`src/include/board_sysreg_pkg.sv`:
```
package board_sysreg_pkg;

  // apb geometry: register index is the word address, byte address is four times it
  localparam int unsigned ADDR_W = 24;
  localparam int unsigned IDX_W  = 22;

  // register indices
  localparam logic [IDX_W-1:0] IDX_BOARD_COMMAND  = 22'h0D800E;
  localparam logic [IDX_W-1:0] IDX_ADDRESS_LOG    = 22'h0D8010;
  localparam logic [IDX_W-1:0] IDX_MODIFIER_LOG   = 22'h0D8014;
  localparam logic [IDX_W-1:0] IDX_BOARD_IDENTITY = 22'h0D8016;
  localparam logic [IDX_W-1:0] IDX_EVENT_STATUS   = 22'h0D8018;
  localparam logic [IDX_W-1:0] IDX_EVENT_MASK     = 22'h0D801A;

  // command register layout and write behaviour
  localparam logic [15:0] COMMAND_RESET      = 16'h0000;
  localparam logic [15:0] COMMAND_WRITE_MASK = 16'h0D7F;
  localparam int unsigned FLAG_BIT           = 7;

  // reset values of the logs and event registers
  localparam logic [31:0] ADDRESS_LOG_RESET  = 32'h0000_0000;
  localparam logic [5:0]  MODIFIER_RESET     = 6'h00;
  localparam logic [2:0]  EVENT_RESET        = 3'h0;

  // event status bit positions
  localparam int unsigned EVT_CAPTURE  = 0;
  localparam int unsigned EVT_TIMEOUT  = 1;
  localparam int unsigned EVT_SYSFAIL  = 2;
  localparam int unsigned EVT_W        = 3;

  // time-out intervals as printed and the clock rate
  localparam int unsigned TIMEOUT_A_MS   = 16;
  localparam int unsigned TIMEOUT_B_MS   = 64;
  localparam int unsigned TIMEOUT_C_MS   = 256;
  localparam int unsigned TIMEOUT_D_MS   = 1;
  localparam int unsigned CYCLES_PER_MS  = 40000;
  localparam int unsigned TIMER_W        = 24;

  // interval field encodings
  localparam logic [1:0] IVL_16MS  = 2'b00;
  localparam logic [1:0] IVL_64MS  = 2'b01;
  localparam logic [1:0] IVL_256MS = 2'b10;
  localparam logic [1:0] IVL_1MS   = 2'b11;

  typedef struct packed {
    logic [3:0] unused_hi;
    logic       backplane_enable;
    logic       swap_bypass;
    logic       unused_d9;
    logic       watchdog_to_sysfail_en;
    logic       bus_error_flag;
    logic       bus_error_irq_en;
    logic [1:0] aux_timeout_interval;
    logic       aux_timeout_en;
    logic       aux_error_logic_en;
    logic       slave_byte_swap_en;
    logic       master_byte_swap_en;
  } board_command_t;

  // one backplane cycle as seen by the monitor
  typedef struct packed {
    logic        active;
    logic        berr;
    logic [31:0] addr;
    logic [5:0]  am;
  } vme_cycle_t;

  typedef enum logic [2:0] {
    TMR_IDLE    = 3'b001,
    TMR_TIMING  = 3'b010,
    TMR_EXPIRED = 3'b100
  } timer_state_t;

endpackage : board_sysreg_pkg

```
`src/board_system_registers.sv`:
```
`timescale 1ns/10ps
// Summary of operation
// command bit enables master-side byte swapping; 0 turns it off
// command bit enables slave-side byte swapping; 0 turns it off
// auxiliary bus-error logic acts only while its enable bit is 1
// auxiliary time-out timer runs and expires only while its enable is 1
// interval field D5:D4 selects 16, 64, 256 or 1 ms
// bus-error interrupt raised only while D6 enable is 1
// D7 shows bus-error status; software clears it through the same bit
// D8 routes a watchdog time-out onto sysfail; 0 keeps sysfail quiet
// D10 bypasses all byte swapping regardless of the swap enables
// D11 enables the backplane interface; 0 ignores backplane activity
// bus error captures address bits 31..1; log readable, cleared by write
// bus error captures the six-bit modifier into the low log bits
// read-only identity returns a fixed board number; writes ignored
// enabled timer expiry asserts bus error and records address and modifier
// status holds until cleared; interrupt stays while status and enable set
module board_system_registers
  import board_sysreg_pkg::*;
#(
  parameter int unsigned TO_16MS_CYCLES  = TIMEOUT_A_MS * CYCLES_PER_MS,
  parameter int unsigned TO_64MS_CYCLES  = TIMEOUT_B_MS * CYCLES_PER_MS,
  parameter int unsigned TO_256MS_CYCLES = TIMEOUT_C_MS * CYCLES_PER_MS,
  parameter int unsigned TO_1MS_CYCLES   = TIMEOUT_D_MS * CYCLES_PER_MS,
  parameter logic [15:0] BOARD_NUMBER    = 16'h1234  // arbitrary value
) (
  input  wire logic              pclk,
  input  wire logic              presetn,
  input  wire logic              psel,
  input  wire logic              penable,
  input  wire logic              pwrite,
  input  wire logic [ADDR_W-1:0] paddr,
  input  wire logic [31:0]       pwdata,
  output logic      [31:0]       prdata,
  output logic                   pready,
  output logic                   pslverr,
  input  wire vme_cycle_t        vme_cycle,
  input  wire logic              watchdog_timeout,
  input  wire logic              sysfail_n_in,
  output logic                   sysfail_n_out,
  output logic                   sysfail_oe_n,
  output logic                   aux_bus_error,
  output logic                   master_byte_swap_en,
  output logic                   slave_byte_swap_en,
  output logic                   backplane_enable,
  output logic                   irq
);

  board_command_t       command_ff;
  logic [31:0]          address_log_ff;
  logic [5:0]           modifier_log_ff;
  logic [EVT_W-1:0]     evt_status_ff;
  logic [EVT_W-1:0]     evt_mask_ff;
  logic [31:0]          prdata_ff;
  logic                 pready_ff;
  logic                 pslverr_ff;
  logic                 sysfail_oe_n_ff;
  logic                 sysfail_n_out_ff;
  logic                 aux_bus_error_ff;
  logic                 master_swap_ff;
  logic                 slave_swap_ff;
  logic                 backplane_ff;
  logic                 irq_ff;
  logic                 wdog_route_q_ff;
  timer_state_t         timer_state_ff;
  timer_state_t         nxt_timer_state;
  logic [TIMER_W-1:0]   timer_cnt_ff;
  logic [TIMER_W-1:0]   timer_limit;
  logic [IDX_W-1:0]     idx;
  logic                 setup_phase;
  logic                 wr_commit;
  logic                 rd_commit;
  logic                 hit;
  logic [31:0]          rd_value;
  logic                 timer_armed;
  logic                 timeout_evt;
  logic                 capture_evt;
  logic                 wdog_route;
  logic [EVT_W-1:0]     evt_set;

  // apb decode; the answer is always one access cycle, no wait states
  assign idx         = paddr[ADDR_W-1:2];
  assign setup_phase = psel && !penable;
  assign wr_commit   = psel && penable && pready_ff && pwrite;
  assign rd_commit   = psel && penable && pready_ff && !pwrite;
  assign hit = (idx == IDX_BOARD_COMMAND) || (idx == IDX_ADDRESS_LOG) ||
               (idx == IDX_MODIFIER_LOG) || (idx == IDX_BOARD_IDENTITY) ||
               (idx == IDX_EVENT_STATUS) || (idx == IDX_EVENT_MASK);

  // read mux, sampled in the setup cycle so prdata comes from a flop
  always_comb begin
    rd_value = 32'h0000_0000;
    case (idx)
      IDX_BOARD_COMMAND:  rd_value = {16'h0000, command_ff};
      IDX_ADDRESS_LOG:    rd_value = address_log_ff;
      IDX_MODIFIER_LOG:   rd_value = {26'h0000000, modifier_log_ff};
      IDX_BOARD_IDENTITY: rd_value = {16'h0000, BOARD_NUMBER};
      IDX_EVENT_STATUS:   rd_value = {29'h00000000, evt_status_ff};
      IDX_EVENT_MASK:     rd_value = {29'h00000000, evt_mask_ff};
      default:            rd_value = 32'h0000_0000;
    endcase
  end

  // apb answer flops
  always_ff @(posedge pclk or negedge presetn) begin
    if (!presetn) begin
      prdata_ff  <= 32'h0000_0000;
      pready_ff  <= 1'b0;
      pslverr_ff <= 1'b0;
    end else begin
      pready_ff  <= setup_phase;
      pslverr_ff <= setup_phase && !hit;
      if (setup_phase) begin
        prdata_ff <= pwrite ? 32'h0000_0000 : rd_value;
      end
    end
  end

  // auxiliary timer is live only with the backplane, error logic and timer all on
  assign timer_armed = command_ff.backplane_enable && command_ff.aux_error_logic_en &&
                       command_ff.aux_timeout_en;

  // interval select; the 1 ms code sits at the top of the field
  always_comb begin
    case (command_ff.aux_timeout_interval)
      IVL_16MS:  timer_limit = TIMER_W'(TO_16MS_CYCLES);
      IVL_64MS:  timer_limit = TIMER_W'(TO_64MS_CYCLES);
      IVL_256MS: timer_limit = TIMER_W'(TO_256MS_CYCLES);
      IVL_1MS:   timer_limit = TIMER_W'(TO_1MS_CYCLES);
      default:   timer_limit = TIMER_W'(TO_16MS_CYCLES);
    endcase
  end

  assign timeout_evt = (timer_state_ff == TMR_TIMING) && timer_armed &&
                       vme_cycle.active && (timer_cnt_ff >= timer_limit - 1'b1);

  // capture on a real bus error or our own expiry, never with the backplane off
  assign capture_evt = command_ff.backplane_enable && vme_cycle.active &&
                       (vme_cycle.berr || timeout_evt);

  // time-out sequencer: expired state holds bus error until the cycle ends or the timer is disarmed
  always_comb begin
    nxt_timer_state = timer_state_ff;
    case (timer_state_ff)
      TMR_IDLE: begin
        if (timer_armed && vme_cycle.active) nxt_timer_state = TMR_TIMING;
      end
      TMR_TIMING: begin
        if (!timer_armed || !vme_cycle.active) nxt_timer_state = TMR_IDLE;
        else if (timeout_evt)                   nxt_timer_state = TMR_EXPIRED;
      end
      TMR_EXPIRED: begin
        if (!vme_cycle.active || !timer_armed) nxt_timer_state = TMR_IDLE;
      end
      default: nxt_timer_state = TMR_IDLE;
    endcase
  end

  always_ff @(posedge pclk or negedge presetn) begin
    if (!presetn) begin
      timer_state_ff <= TMR_IDLE;
      timer_cnt_ff   <= '0;
    end else begin
      timer_state_ff <= nxt_timer_state;
      // counter restarts for every new cycle, so one slow cycle cannot leak into the next
      if (nxt_timer_state == TMR_TIMING && timer_state_ff == TMR_TIMING) begin
        timer_cnt_ff <= timer_cnt_ff + 1'b1;
      end else begin
        timer_cnt_ff <= '0;
      end
    end
  end

  // bus error driven to the backplane while expired
  always_ff @(posedge pclk or negedge presetn) begin
    if (!presetn) begin
      aux_bus_error_ff <= 1'b0;
    end else begin
      aux_bus_error_ff <= (nxt_timer_state == TMR_EXPIRED);
    end
  end

  // command register; the flag set wins over a clear in the same cycle
  always_ff @(posedge pclk or negedge presetn) begin
    if (!presetn) begin
      command_ff <= board_command_t'(COMMAND_RESET);
    end else begin
      if (wr_commit && idx == IDX_BOARD_COMMAND) begin
        command_ff <= board_command_t'((pwdata[15:0] & COMMAND_WRITE_MASK) |
                                       (16'(command_ff) & ~COMMAND_WRITE_MASK));
        // writing one to the flag acknowledges it
        command_ff.bus_error_flag <= capture_evt ||
                                     (command_ff.bus_error_flag && !pwdata[FLAG_BIT]);
      end else if (capture_evt) begin
        command_ff.bus_error_flag <= 1'b1;
      end
    end
  end

  // address log: bit 0 is not part of the address; capture beats a clearing write
  always_ff @(posedge pclk or negedge presetn) begin
    if (!presetn) begin
      address_log_ff <= ADDRESS_LOG_RESET;
    end else if (capture_evt) begin
      address_log_ff <= {vme_cycle.addr[31:1], 1'b0};
    end else if (wr_commit && idx == IDX_ADDRESS_LOG) begin
      address_log_ff <= ADDRESS_LOG_RESET;
    end
  end

  // modifier log: writable by software, overwritten by the next capture
  always_ff @(posedge pclk or negedge presetn) begin
    if (!presetn) begin
      modifier_log_ff <= MODIFIER_RESET;
    end else if (capture_evt) begin
      modifier_log_ff <= vme_cycle.am;
    end else if (wr_commit && idx == IDX_MODIFIER_LOG) begin
      modifier_log_ff <= pwdata[5:0];
    end
  end

  assign wdog_route = watchdog_timeout && command_ff.watchdog_to_sysfail_en;

  // sticky events; a read clears only the bits it returned, so late events survive
  always_comb begin
    evt_set              = '0;
    evt_set[EVT_CAPTURE] = capture_evt;
    evt_set[EVT_TIMEOUT] = timeout_evt;
    evt_set[EVT_SYSFAIL] = wdog_route && !wdog_route_q_ff;
  end

  always_ff @(posedge pclk or negedge presetn) begin
    if (!presetn) begin
      evt_status_ff   <= EVENT_RESET;
      evt_mask_ff     <= EVENT_RESET;
      wdog_route_q_ff <= 1'b0;
    end else begin
      wdog_route_q_ff <= wdog_route;
      if (rd_commit && idx == IDX_EVENT_STATUS) begin
        evt_status_ff <= (evt_status_ff & ~prdata_ff[EVT_W-1:0]) | evt_set;
      end else begin
        evt_status_ff <= evt_status_ff | evt_set;
      end
      if (wr_commit && idx == IDX_EVENT_MASK) begin
        evt_mask_ff <= pwdata[EVT_W-1:0];
      end
    end
  end

  // interrupt: bus-error flag gated by its enable, plus unmasked events
  always_ff @(posedge pclk or negedge presetn) begin
    if (!presetn) begin
      irq_ff <= 1'b0;
    end else begin
      irq_ff <= (command_ff.bus_error_flag && command_ff.bus_error_irq_en) ||
                (|(evt_status_ff & evt_mask_ff));
    end
  end

  // sysfail is open drain: pull low only while a routed watchdog time-out stands
  always_ff @(posedge pclk or negedge presetn) begin
    if (!presetn) begin
      sysfail_oe_n_ff  <= 1'b1;
      sysfail_n_out_ff <= 1'b0;
    end else begin
      sysfail_oe_n_ff  <= !wdog_route;
      sysfail_n_out_ff <= 1'b0;
    end
  end

  // steering outputs; bypass overrides both swap enables
  always_ff @(posedge pclk or negedge presetn) begin
    if (!presetn) begin
      master_swap_ff <= 1'b0;
      slave_swap_ff  <= 1'b0;
      backplane_ff   <= 1'b0;
    end else begin
      master_swap_ff <= command_ff.master_byte_swap_en && !command_ff.swap_bypass;
      slave_swap_ff  <= command_ff.slave_byte_swap_en && !command_ff.swap_bypass;
      backplane_ff   <= command_ff.backplane_enable;
    end
  end

  assign prdata              = prdata_ff;
  assign pready              = pready_ff;
  assign pslverr             = pslverr_ff;
  assign sysfail_oe_n        = sysfail_oe_n_ff;
  assign sysfail_n_out       = sysfail_n_out_ff;
  assign aux_bus_error       = aux_bus_error_ff;
  assign master_byte_swap_en = master_swap_ff;
  assign slave_byte_swap_en  = slave_swap_ff;
  assign backplane_enable    = backplane_ff;
  assign irq                 = irq_ff;
endmodule : board_system_registers

```
`config.mk`:
```
export PLATFORM = sky130hd
export DESIGN_NAME = board_system_registers
export DESIGN_NICKNAME = d
export VERILOG_FILES = /design/src/include/board_sysreg_pkg.sv /design/src/board_system_registers.sv
export SDC_FILE = /design/constraint.sdc
export NUM_CORES = 1
export LEC_CHECK = 0
export CORE_AREA = 8 8 109 111
export DETAILED_ROUTE_END_ITERATION = 7
export DIE_AREA = 0 0 117 119
export DONT_BUFFER_PORTS = 1
export GPL_ROUTABILITY_DRIVEN = 0
export GPL_TIMING_DRIVEN = 0
export PLACE_DENSITY = 0.8
export SYNTH_ARGS = -nofsm -noshare
export SYNTH_HDL_FRONTEND = slang
export SYNTH_SLANG_ARGS = --single-unit
```
`constraint.sdc`:
```
create_clock -name pclk -period 9.1 [get_ports pclk]
set_clock_uncertainty 0.15 [all_clocks]
set_input_delay 1.82 -clock pclk [delete_from_list [all_inputs] [get_ports pclk]]
set_output_delay 1.82 -clock pclk [all_outputs]
set_load 0.005 [all_outputs]
```
==> flow_metrics.tcl <==
set metrics [dict create \
    status "complete, no violations" \
    wl_per_cell_um 19.3 \
    leakagePower_nw 3.36 \
    yosysMostFrequentCell "dfrtp_1" \
    initial_core_util 0.585 \
    setup_viol_count_final 0 \
    netlist_top_cells_area "dfrtp_1, ha_1, mux2i_1" \
    pre_cts_slack_ns 4.86 \
    drt-vias-per-instance 5.92 \
    fillers 764 \
    clock_path_buffers 2 \
    seq_area_frac_synth 0.518 \
    cts_inserted_buffers 17 \
    max_freq_ghz 0.269 \
    layout.nets 707 \
    crit_path_end_kind "flop" \
    final.min_clock_period_ns 3.72 \
    grt_pass1_vias 4487 \
    cts_max_level 4 \
    max_slew_margin 0.194 \
    critPathLaunchType "input port" \
    io_pins 144 \
    overflow 0 \
    wl_um 14000 \
    avgSynthCellArea_um2 10.6 \
    cp_data_required_time_ns 9.33 \
    comb_power_share 0.011 \
    holdBufCountCts 0 \
    grt_antenna_before_repair 1 \
    synth.distinct_cells 55 \
    cp.arrival_ns 3.95 \
    synthToLayoutAreaGrowth_pct 12.9 \
    syn_inst 558 \
    cts.sinks 122 \
    maxCapViolCount 0 \
    netSwitchingFraction 0.238 \
    detail-route-antenna-nets 0 \
    drt_iter0_markers 355 \
    max_slew.worst_pin.slew_ns 1.20 \
    grt_max_degree 123 \
    portBuffers 0 \
    synthFlopType "dfrtp_1" \
    p_per_area_nw_per_um2 183 \
    die_area_um2 13900 \
    grt_usage 0.210 \
    drc 0 \
    rows 37 \
    ctsResizeCount 0 \
    cp_max_fo 6 \
    synth_area_um2 5900 \
    cts-root-buf "clkbuf_8" \
    synth_edf_count 0 \
    pwr-share-clk 0.541 \
    tns_ns 0 \
    rsz0062_at_grt "no" \
    post_cts_buffers 0 \
    drive_gt1_frac 0.100 \
    path_class "input port to flop" \
    dpl.hpwl_um 10300 \
    slew_violations 0 \
    first_pass_iters 5 \
    ys_async_sr_fraction 1.00 \
    min_period_over_period 0.409 \
    hold_viol_final 0 \
    internal_power_mw 0.927 \
    clk_latency_ns 0.51 \
    core_area_um2 10100 \
    synth_commonest_cells "dfrtp_1, nand2_1, inv_1" \
    p_sw_mw 0.289 \
    grt_pass1_wl_um 22700 \
    diodes 0 \
    cts_tree "built" \
    p_seq_frac 0.447 \
    hold_class "flop to flop" \
    ir_drop_mv 0.128 \
    synth_top_area_cell "dfrtp_1" \
    vias 4300 \
    synth_top_area_frac 0.509 \
    ys_seq_elements 122 \
    synth_nets 688 \
    die-height_um 119 \
    die_w_um 117 \
    clk_transition_reported_paths_ns 0.07 \
    worst_slack_ns 5.38 \
    register_area_um2 3060 \
    yosysWarnings 0 \
    multi_input_area_um2 2580 \
]
## kinds of logic (layout without fill, tap and decap cells)
kind of cell               Yosys count  after routing  share of synthesized area
and+or+nand+nor                    181            181                      0.149
DFF                                122            122                      0.518
buffers and inverters               68            100                     0.0452
other                                2              2                    0.00127
muxes                               56             56                      0.100
xor gates and xnor gates            23             23                     0.0341
adders and majority gates           27             27                     0.0573
AOI/OAI and AO/OA                   79             79                     0.0950
## metrics by stage
| stage | total power, mW | utilization | hold WS (ns) | instance area, um^2 | std cells |
|---|---|---|---|---|---|
| floorplan | 0.565 | - | 0.243 | 5900 | 558 |
| global placement | 0.567 | 0.602 | 0.258 | 6070 | 694 |
| detailed placement | 0.568 | 0.602 | 0.256 | 6070 | 694 |
| CTS | 1.23 | 0.660 | 0.274 | 6660 | 726 |
| global route | 1.26 | 0.660 | 0.300 | 6660 | 726 |
| finish | 1.22 | 0.660 | 0.271 | 6660 | 726 |
## registers in the layout, indices dropped and copies added (netlist names)
name / cells
address_log_ff: 31
timer_state_ff: 3
modifier_log_ff: 6
master_byte_swap_en: 1
pslverr: 1
pready: 1
irq: 1
evt_mask_ff: 3
aux_bus_error: 1
timer_cnt_ff: 24
evt_status_ff: 3
slave_byte_swap_en: 1
prdata: 32
command_ff: 11
wdog_route_q_ff: 1
sysfail_oe_n: 1
backplane_enable: 1
## worst paths after layout
check	startpoint	endpoint	slack [ns]	depth (start not counted)
max	paddr[16]	modifier_log_ff[5]$_DFFE_PN0P_	5.38	6
min	wdog_route_q_ff$_DFF_PN0_	evt_status_ff[2]$_DFF_PN0_	0.27	1
max reg2reg	command_ff[4]$_DFFE_PN0P_	timer_cnt_ff[18]$_DFF_PN0_	5.42	13
min reg2reg	wdog_route_q_ff$_DFF_PN0_	evt_status_ff[2]$_DFF_PN0_	0.27	1
max in group asynchronous	presetn	sysfail_oe_n$_DFF_PN1_	7.71	0
min in group asynchronous	presetn	timer_cnt_ff[19]$_DFF_PN0_	0.85	0
## cell type report
type,instances,share of cell area
multi-input combinational,368,0.387
clock buffer,17,0.0622
inverter,45,0.0254
tap,136,0.0255
sequential,122,0.459
buffer,23,0.0146
clock inverter,15,0.0267
## layer usage
metal | global-route usage | wire [um] | vias to the layer above
li1 | - | - | 1973
met1 | 0.244 | 5560 | 2113
met2 | 0.326 | 6700 | 179
met3 | 0.0854 | 1380 | 33
met4 | 0.107 | 389 | 2
met5 | 0 | 13 | -
## worst max-delay path: stages
cell and delay, ns:
nor4b_2 0.25, nand3_1 0.17, or4_4 0.61, nor3_4 0.42
mux2_1 0.38, mux2_1 0.30
## placed cells by master (no fill, tap or decap), drive strengths merged, types with 2 or more instances in the layout
cell type  synthesis  routed
a22oi              7       7
ha                27      27
dfrtp            120     120
nor4              10      10
a211oi             4       4
xor2              16      16
conb               2       2
clkbuf            14      31
nor3               3       3
dfstp              2       2
mux2i             32      32
nor4b              2       2
nor2              42      42
a22o              20      20
buf                9       9
and4b              2       2
nand2             71      71
nand3             17      17
mux2              24      24
clkinvlp           0       2
inv               45      54
nand4             12      12
and4               3       3
a221oi             3       3
a222oi             2       2
clkinv             0       3
and2               2       2
a21oi             11      11
o21ai             20      20
and3               2       2
xnor2              7       7
nand2b             6       6
a31oi              2       2
nor2b              3       3
## power by group through the flow
stage                     Clock [mW]  Combinational, mW  Sequential [mW]
final                          0.659             0.0138            0.544
after global routing           0.697             0.0153            0.544
after CTS                      0.669             0.0136            0.544
after detailed placement           0             0.0136            0.554
after global placement             0             0.0132            0.554
after floorplan                    0             0.0106            0.554
Power figures use the tool's default switching activity.
